===== config.mk =====
export PLATFORM = sky130hd
export DESIGN_NAME = ttl_trigger_line_cfg
export DESIGN_NICKNAME = d
export VERILOG_FILES = /design/src/design/ttl_pkg.sv /design/src/design/ttl_trigger_line_cfg.sv
export SDC_FILE = /design/constraint.sdc
export NUM_CORES = 1
export LEC_CHECK = 0
export BUFFER_PORTS_ARGS = -buffer_cell sky130_fd_sc_hd__buf_2
export CORE_MARGIN = 2
export CORE_UTILIZATION = 61
export DETAILED_ROUTE_END_ITERATION = 8
export GPL_ROUTABILITY_DRIVEN = 1
export PLACE_DENSITY = 0.92
export SLEW_MARGIN = 25
export SYNTH_ARGS = -nofsm -noshare
export SYNTH_HDL_FRONTEND = slang
export SYNTH_SLANG_ARGS = --single-unit

===== constraint.sdc =====
create_clock -name SYS_CLK -period 5.6 [get_ports SYS_CLK]
set_input_delay 1.12 -clock SYS_CLK [delete_from_list [all_inputs] [get_ports SYS_CLK]]
set_output_delay 1.12 -clock SYS_CLK [all_outputs]
set_load 0.02 [all_outputs]

===== src/design/ttl_pkg.sv =====
// Overview of operation
// - trigger write compares low nibble against each channel's match value; only matches act
// - a match starts the channel's message and, if enabled, its cycle timer at once
// - trigger writes are broadcast: accepted whatever the device address on the bus
// - trigger bits 7:4 are unused; only bits 3:0 count, register is write-only
// - threshold bit clear selects type 1 thresholds, set selects type 2/3
// - direction bit set enables current source, clear enables current sink
// - level field: 00 off, 01 5mA, 10 2mA, 11 150uA
// - low-side bit set gives low-side switching, clear high-side; ignored in push-pull
// - push-pull bit set drives push-pull, clear drives open-drain
// - driver-off bit set puts line pin in high impedance, clear enables driver
// - filter bit enables a receiver glitch filter of about 1.3us
// - channel B has its own identical line setup register
// - cycle timer starts on a match only when that channel's timer enable is set
package ttl_pkg;

	localparam int          CLK_PERIOD_PS = 25000;
	localparam int          FILT_TIME_PS  = 1300000;
	localparam int          FILT_CYC_INT  = (FILT_TIME_PS + CLK_PERIOD_PS - 1) / CLK_PERIOD_PS;
	localparam logic [5:0]  FILT_CYC      = 6'(FILT_CYC_INT);

	localparam logic [4:0]  ADDR_TRIGGER  = 5'h0F;
	localparam logic [4:0]  ADDR_CFG_A    = 5'h10;
	localparam logic [4:0]  ADDR_CFG_B    = 5'h11;

	localparam int          CMD_RD_BIT    = 7;
	localparam int          CMD_DEV_HI    = 6;
	localparam int          CMD_DEV_LO    = 5;
	localparam int          CMD_REG_HI    = 4;
	localparam logic [3:0]  LAST_BIT      = 4'h7;

	localparam logic [3:0]  TRIG_RESET    = 4'h0;
	localparam logic [7:0]  CFG_RESET     = 8'h00;
	localparam logic [7:0]  READ_NONE     = 8'h00;

	localparam logic [1:0]  LVL_OFF       = 2'h0;
	localparam logic [1:0]  LVL_5MA       = 2'h1;
	localparam logic [1:0]  LVL_2MA       = 2'h2;
	localparam logic [1:0]  LVL_150UA     = 2'h3;

	typedef enum logic [1:0] {PH_IDLE, PH_CMD, PH_DATA, PH_DONE} ttl_phase_t;

	// line setup register, bit 7 down to bit 0
	typedef struct packed {
		logic       high_threshold_sel;
		logic       current_dir_sel;
		logic [1:0] current_level;
		logic       low_side_sel;
		logic       totem_pole_sel;
		logic       driver_off;
		logic       glitch_filter_on;
	} ttl_cfg_t;

	typedef struct packed {
		logic cs_n;
		logic sclk;
		logic mosi;
	} ttl_spi_t;

endpackage : ttl_pkg


===== src/design/ttl_trigger_line_cfg.sv =====
module ttl_trigger_line_cfg (
	input  wire logic              SYS_CLK,
	input  wire logic              RST_N,
	input  wire ttl_pkg::ttl_spi_t SPI_IN,
	input  wire logic [1:0]        CHIP_SEL_ADDR,
	output logic                   MISO_O,
	output logic                   MISO_OE,
	input  wire logic [3:0]        CHAN_A_TRIGGER_MATCH_VALUE,
	input  wire logic [3:0]        CHAN_B_TRIGGER_MATCH_VALUE,
	input  wire logic              CHAN_A_PERIOD_TIMER_ON,
	input  wire logic              CHAN_B_PERIOD_TIMER_ON,
	input  wire logic              CHAN_A_TX_DATA,
	input  wire logic              CHAN_B_TX_DATA,
	input  wire logic              CHAN_A_LINE_PIN_I,
	input  wire logic              CHAN_B_LINE_PIN_I,
	output logic                   CHAN_A_LINE_PIN_O,
	output logic                   CHAN_A_LINE_PIN_OE,
	output logic                   CHAN_B_LINE_PIN_O,
	output logic                   CHAN_B_LINE_PIN_OE,
	output logic                   CHAN_A_RX_FILTERED,
	output logic                   CHAN_B_RX_FILTERED,
	output logic                   CHAN_A_SOURCE_ON,
	output logic                   CHAN_A_SINK_ON,
	output logic                   CHAN_B_SOURCE_ON,
	output logic                   CHAN_B_SINK_ON,
	output ttl_pkg::ttl_cfg_t      CHAN_A_LINE_SETUP,
	output ttl_pkg::ttl_cfg_t      CHAN_B_LINE_SETUP,
	output logic                   CHAN_A_START_MSG,
	output logic                   CHAN_B_START_MSG,
	output logic                   CHAN_A_START_TIMER,
	output logic                   CHAN_B_START_TIMER
);

	typedef struct packed {
		ttl_pkg::ttl_phase_t      phase;
		logic                     sclk_prev;
		logic [3:0]               bit_cnt;
		logic [7:0]               cmd;
		logic [7:0]               shin;
		logic [7:0]               shout;
		logic                     miso;
		logic                     miso_oe;
		logic [3:0]               trig;
		ttl_pkg::ttl_cfg_t [1:0]  cfg;
		logic [1:0]               start_msg;
		logic [1:0]               start_tmr;
		logic [1:0]               pin_o;
		logic [1:0]               pin_oe;
		logic [1:0]               src_on;
		logic [1:0]               sink_on;
		logic [1:0]               rx_filt;
		logic [1:0][5:0]          fcnt;
	} ttl_state_t;

	ttl_state_t q;
	ttl_state_t d;

	logic [1:0][3:0] match_val;
	logic [1:0]      tmr_on;
	logic [1:0]      tx_data;
	logic [1:0]      rx_raw;

	assign match_val = {CHAN_B_TRIGGER_MATCH_VALUE, CHAN_A_TRIGGER_MATCH_VALUE};
	assign tmr_on    = {CHAN_B_PERIOD_TIMER_ON, CHAN_A_PERIOD_TIMER_ON};
	assign tx_data   = {CHAN_B_TX_DATA, CHAN_A_TX_DATA};
	assign rx_raw    = {CHAN_B_LINE_PIN_I, CHAN_A_LINE_PIN_I};

	////////////////////////////////////////////////////////////////////////////////
	// helpers

	// returns {pin level, pin enable}
	function automatic logic [1:0] drive_line(input ttl_pkg::ttl_cfg_t c, input logic tx);
		logic [1:0] r;
		r = 2'h0;
		if (c.driver_off) begin
			r = 2'h0;
		end else if (c.totem_pole_sel) begin
			r = {tx, 1'b1};
		end else if (c.low_side_sel) begin
			r = {1'b0, tx};
		end else begin
			r = {1'b1, tx};
		end
		return r;
	endfunction : drive_line

	// returns {filtered level, count}
	function automatic logic [6:0] filter_step(input logic on, input logic raw, input logic flt,
		input logic [5:0] cnt);
		logic [6:0] r;
		r = {raw, 6'h00};
		if (on && raw != flt) begin
			if (cnt == ttl_pkg::FILT_CYC - 6'h01) begin
				r = {raw, 6'h00};
			end else begin
				r = {flt, cnt + 6'h01};
			end
		end else if (on) begin
			r = {flt, 6'h00};
		end
		return r;
	endfunction : filter_step

	function automatic logic [7:0] read_data(input logic [4:0] a, input ttl_pkg::ttl_cfg_t [1:0] c);
		logic [7:0] r;
		r = ttl_pkg::READ_NONE;
		case (a)
			ttl_pkg::ADDR_CFG_A: r = c[0];
			ttl_pkg::ADDR_CFG_B: r = c[1];
			default:             r = ttl_pkg::READ_NONE;
		endcase
		return r;
	endfunction : read_data

	////////////////////////////////////////////////////////////////////////////////
	// next state

	always_comb begin
		logic       rise;
		logic       fall;
		logic       dev_hit;
		logic [7:0] nb;
		logic [6:0] fs;
		rise    = SPI_IN.sclk & ~q.sclk_prev;
		fall    = ~SPI_IN.sclk & q.sclk_prev;
		dev_hit = q.cmd[ttl_pkg::CMD_DEV_HI:ttl_pkg::CMD_DEV_LO] == CHIP_SEL_ADDR;
		nb      = 8'h00;
		fs      = 7'h00;
		d           = q;
		d.sclk_prev = SPI_IN.sclk;
		d.start_msg = 2'h0;
		d.start_tmr = 2'h0;
		case (q.phase)
			ttl_pkg::PH_IDLE: begin
				d.bit_cnt = 4'h0;
				d.miso_oe = 1'b0;
				if (!SPI_IN.cs_n) begin
					d.phase = ttl_pkg::PH_CMD;
				end
			end
			ttl_pkg::PH_CMD: begin
				if (SPI_IN.cs_n) begin
					d.phase = ttl_pkg::PH_IDLE;
				end else if (rise) begin
					nb        = {q.cmd[6:0], SPI_IN.mosi};
					d.cmd     = nb;
					d.bit_cnt = q.bit_cnt + 4'h1;
					if (q.bit_cnt == ttl_pkg::LAST_BIT) begin
						d.phase   = ttl_pkg::PH_DATA;
						d.bit_cnt = 4'h0;
						// only the addressed device answers a read
						if (nb[ttl_pkg::CMD_RD_BIT] && nb[ttl_pkg::CMD_DEV_HI:ttl_pkg::CMD_DEV_LO] == CHIP_SEL_ADDR) begin
							d.shout   = read_data(nb[ttl_pkg::CMD_REG_HI:0], q.cfg);
							d.miso_oe = 1'b1;
						end
					end
				end
			end
			ttl_pkg::PH_DATA: begin
				if (SPI_IN.cs_n) begin
					d.phase = ttl_pkg::PH_IDLE;
				end else if (rise) begin
					nb        = {q.shin[6:0], SPI_IN.mosi};
					d.shin    = nb;
					d.bit_cnt = q.bit_cnt + 4'h1;
					if (q.bit_cnt == ttl_pkg::LAST_BIT) begin
						d.phase = ttl_pkg::PH_DONE;
						if (!q.cmd[ttl_pkg::CMD_RD_BIT]) begin
							case (q.cmd[ttl_pkg::CMD_REG_HI:0])
								ttl_pkg::ADDR_TRIGGER: begin
									d.trig = nb[3:0];
									for (int ch = 0; ch < 2; ch++) begin
										if (nb[3:0] == match_val[ch]) begin
											d.start_msg[ch] = 1'b1;
											d.start_tmr[ch] = tmr_on[ch];
										end
									end
								end
								ttl_pkg::ADDR_CFG_A: begin
									if (dev_hit) begin
										d.cfg[0] = nb;
									end
								end
								ttl_pkg::ADDR_CFG_B: begin
									if (dev_hit) begin
										d.cfg[1] = nb;
									end
								end
								default: begin
								end
							endcase
						end
					end
				end
			end
			ttl_pkg::PH_DONE: begin
				if (SPI_IN.cs_n) begin
					d.phase   = ttl_pkg::PH_IDLE;
					d.miso_oe = 1'b0;
				end
			end
			default: begin
				d.phase = ttl_pkg::PH_IDLE;
			end
		endcase
		// shift read data out on falling edges
		if (fall && q.phase != ttl_pkg::PH_IDLE && q.phase != ttl_pkg::PH_CMD) begin
			d.miso  = q.shout[7];
			d.shout = {q.shout[6:0], 1'b0};
		end
		for (int ch = 0; ch < 2; ch++) begin
			{d.pin_o[ch], d.pin_oe[ch]} = drive_line(q.cfg[ch], tx_data[ch]);
			d.src_on[ch]  = q.cfg[ch].current_dir_sel & (q.cfg[ch].current_level != ttl_pkg::LVL_OFF);
			d.sink_on[ch] = ~q.cfg[ch].current_dir_sel & (q.cfg[ch].current_level != ttl_pkg::LVL_OFF);
			fs            = filter_step(q.cfg[ch].glitch_filter_on, rx_raw[ch], q.rx_filt[ch], q.fcnt[ch]);
			d.rx_filt[ch] = fs[6];
			d.fcnt[ch]    = fs[5:0];
		end
	end

	always_ff @(posedge SYS_CLK or negedge RST_N) begin
		if (!RST_N) begin
			q       <= '0;
			q.trig  <= ttl_pkg::TRIG_RESET;
			q.cfg   <= {ttl_pkg::CFG_RESET, ttl_pkg::CFG_RESET};
		end else begin
			q <= d;
		end
	end

	////////////////////////////////////////////////////////////////////////////////
	// outputs

	assign MISO_O             = q.miso;
	assign MISO_OE            = q.miso_oe;
	assign CHAN_A_LINE_PIN_O  = q.pin_o[0];
	assign CHAN_A_LINE_PIN_OE = q.pin_oe[0];
	assign CHAN_B_LINE_PIN_O  = q.pin_o[1];
	assign CHAN_B_LINE_PIN_OE = q.pin_oe[1];
	assign CHAN_A_RX_FILTERED = q.rx_filt[0];
	assign CHAN_B_RX_FILTERED = q.rx_filt[1];
	assign CHAN_A_SOURCE_ON   = q.src_on[0];
	assign CHAN_A_SINK_ON     = q.sink_on[0];
	assign CHAN_B_SOURCE_ON   = q.src_on[1];
	assign CHAN_B_SINK_ON     = q.sink_on[1];
	assign CHAN_A_LINE_SETUP  = q.cfg[0];
	assign CHAN_B_LINE_SETUP  = q.cfg[1];
	assign CHAN_A_START_MSG   = q.start_msg[0];
	assign CHAN_B_START_MSG   = q.start_msg[1];
	assign CHAN_A_START_TIMER = q.start_tmr[0];
	assign CHAN_B_START_TIMER = q.start_tmr[1];
endmodule : ttl_trigger_line_cfg


==> flow_summary.json <==
{
  "place.gp.congestion": 0.850,
  "grt.overflow.total": 0,
  "synth_edf_count": 0,
  "grt_pass1_vias": 2432,
  "clockRootBuffer": "clkbuf_8",
  "fin_cells": 435,
  "rows": 27,
  "p_total_mw": 1.25,
  "critPathKind": "input pin to register",
  "crit_path_end_kind": "register",
  "syn_area_um2": 3600,
  "cts_hold_buf": 0,
  "dpl.hpwl_um": 4820,
  "insertedDiodeCount": 0,
  "synth-async-reset-ratio_pct": 100,
  "numClockSinks": 74,
  "ir_drop_v": 0.000186,
  "die_h_um": 80.8,
  "dr.pass1.iters": 4,
  "seqCellArea_um2": 1850,
  "grt_max_degree": 75,
  "initial_core_util_pct": 64.2,
  "syn-num-nets": 345,
  "cp_max_fo": 9,
  "viasPerCell": 5.57,
  "clock_skew_ps": 7.83,
  "numCtsBuffers": 9,
  "coreArea_um2": 5610,
  "hold_violations": 0,
  "slew-limit-headroom_pct": 33.4,
  "ys_seq_area_share_pct": 51.4,
  "avgSynthCellArea_um2": 11.4,
  "leakage_nw": 1.99,
  "cts_tree": "built",
  "wl_um": 7080,
  "die_w_um": 80.8,
  "fmax_mhz": 370,
  "start_kind": "input pin",
  "clock_latency_ps": 340,
  "fillers": 394,
  "maxCapViolations": 0,
  "post-route-util_pct": 71.6,
  "syn_to_final_growth_pct": 11.5,
  "finalCritPeriodShare_pct": 48.3,
  "drtIter0Drc": 142,
  "synth-main-ff-cell": "dfrtp_1",
  "r2r_cells": 6,
  "ant_nets": 0,
  "nNetsFinal": 386,
  "multi_input_area_um2": 1550,
  "crit_arrival_ps": 2930,
  "htreeDepth": 3,
  "yosysUniqueCellTypes": 52,
  "fin_hold_ws_ps": 463,
  "cp.required_ps": 5820,
  "grt_pass1_wl_um": 11800,
  "p_per_area_nw_per_um2": 312,
  "reg2reg_from": "q[77]",
  "min_period_ps": 2710,
  "io_pins": 53,
  "dp_cells": 418,
  "tns_ps": 0,
  "regMostFlops": "q",
  "startpoint": "SPI_IN[2]",
  "hp-class": "register to register",
  "cp-endpoint": "CHAN_A_LINE_SETUP[0]",
  "r2r_slack_ps": 3030,
  "clockBufferDepth": 2,
  "portBuffers": 52,
  "largest_register_ffs": 42,
  "drive_gt1_share_pct": 30.0,
  "grt_use_total_pct": 23.8,
  "antenna_found_initial": 0,
  "route.vias.total": 2421,
  "r2r_end": "CHAN_A_LINE_SETUP[0]",
  "yosysWarnings": 0,
  "cts_setup_buffers": 0,
  "status": "finished clean",
  "cts.clk_slew.worst_paths_ps": 80,
  "syn_inst": 317,
  "routedWlPerCell_um": 16.3,
  "ys_seq_elements": 74,
  "die_area_um2": 6530,
  "rsz0062_at_grt": "no",
  "post-route-drc-count": 0,
  "worst_slew_pin_slew_ps": 991,
  "setup_viol": 0,
  "cts_resized": 0,
  "finalMaxSlewViolations": 0
}
==> worst min-delay path by stage <==
stage               startpoint    to  slack [ps]  cells after the start
floorplan                 q[0]  q[0]         430                      1
global placement          q[6]  q[6]         440                      1
detailed placement        q[6]  q[6]         450                      1
CTS                       q[6]  q[6]         460                      1
global route              q[6]  q[6]         490                      1
finish                    q[0]  q[0]         460                      1
==> area by class of cell <==
class	instances	share of cell area, %
clock buffer	11	3.77
sequential	74	46.1
clock inverter	5	1.31
inverter	6	0.561
tap	72	2.24
timing repair buffer	54	7.36
multi-input combinational	213	38.6
==> cells in the mapped netlist (2+ instances only) <==
master	instances	area, um^2
a21oi_1	3	15.0
and2_1	2	12.5
and3_1	5	31.3
buf_4	17	128
buf_6	3	33.8
clkbuf_1	3	11.3
dfrtp_1	74	1850
ha_1	7	87.6
inv_1	6	22.5
mux2_2	16	180
mux2_4	8	120
mux2i_1	9	90.1
nand2_1	41	154
nand2b_1	7	43.8
nand3_1	6	30.0
nand4_1	4	25.0
nor2_1	35	131
nor2b_1	3	18.8
nor3_1	3	15.0
nor4bb_1	2	20.0
o21ai_0	7	35.0
o221a_2	7	78.8
xnor2_1	15	131
xor2_1	6	52.6
==> metal layers <==
layer	vias to the layer above	wire, um	track usage, %
met5	-	0	0
met4	0	116	10.0
met3	12	295	4.33
met2	57	3620	38.7
met1	1202	3050	31.7
li1	1150	-	-
==> logic make-up (layout without fill, tap and decap cells) <==
family,count (synthesis),after routing,share of synthesized area (%)
adders and majority gates,7,7,2.43
AOI/OAI and AO/OA,26,26,5.66
DFF,74,74,51.4
buffers and inverters,30,76,5.52
xor gates and xnor gates,22,22,5.56
and+or+nand+nor,124,124,18.2
muxes,34,34,11.2
==> report_power, final <==
part	total, mW	internal [mW]	switching (mW)
sequential	0.631	0.583	0.0476
clock	0.423	0.228	0.195
combinational	0.198	0.0973	0.101
total	1.25	0.908	0.343
==> layout by cell type, fill, tap and decap left out, types with 4 or more instances in the layout <==
master    count
xor2_1        6
dfrtp_1      74
clkbuf_8     11
mux2_2       16
mux2i_1       9
mux2_4        8
inv_1         6
o221a_2       7
o21ai_0       7
and3_1        5
nand2b_1      7
nor2_1       35
nand4_1       4
nand2_1      41
xnor2_1      15
nand3_1       6
ha_1          7
buf_2        52
==> per-stage QoR <==
stage,area [um^2],setup WS (ps)
2_1_floorplan,3600,3060
3_3_place_gp,3780,2620
3_5_place_dp,3780,2550
4_1_cts,3990,2900
5_1_grt,4010,2800
6_report,4010,2890
==> worst max-delay path: stages <==
cell,delay (ps)
buf_2,140
and4bb_1,540
nand4_4,140
or3b_1,620
mux2_4,370
Power figures use the tool's default switching activity.
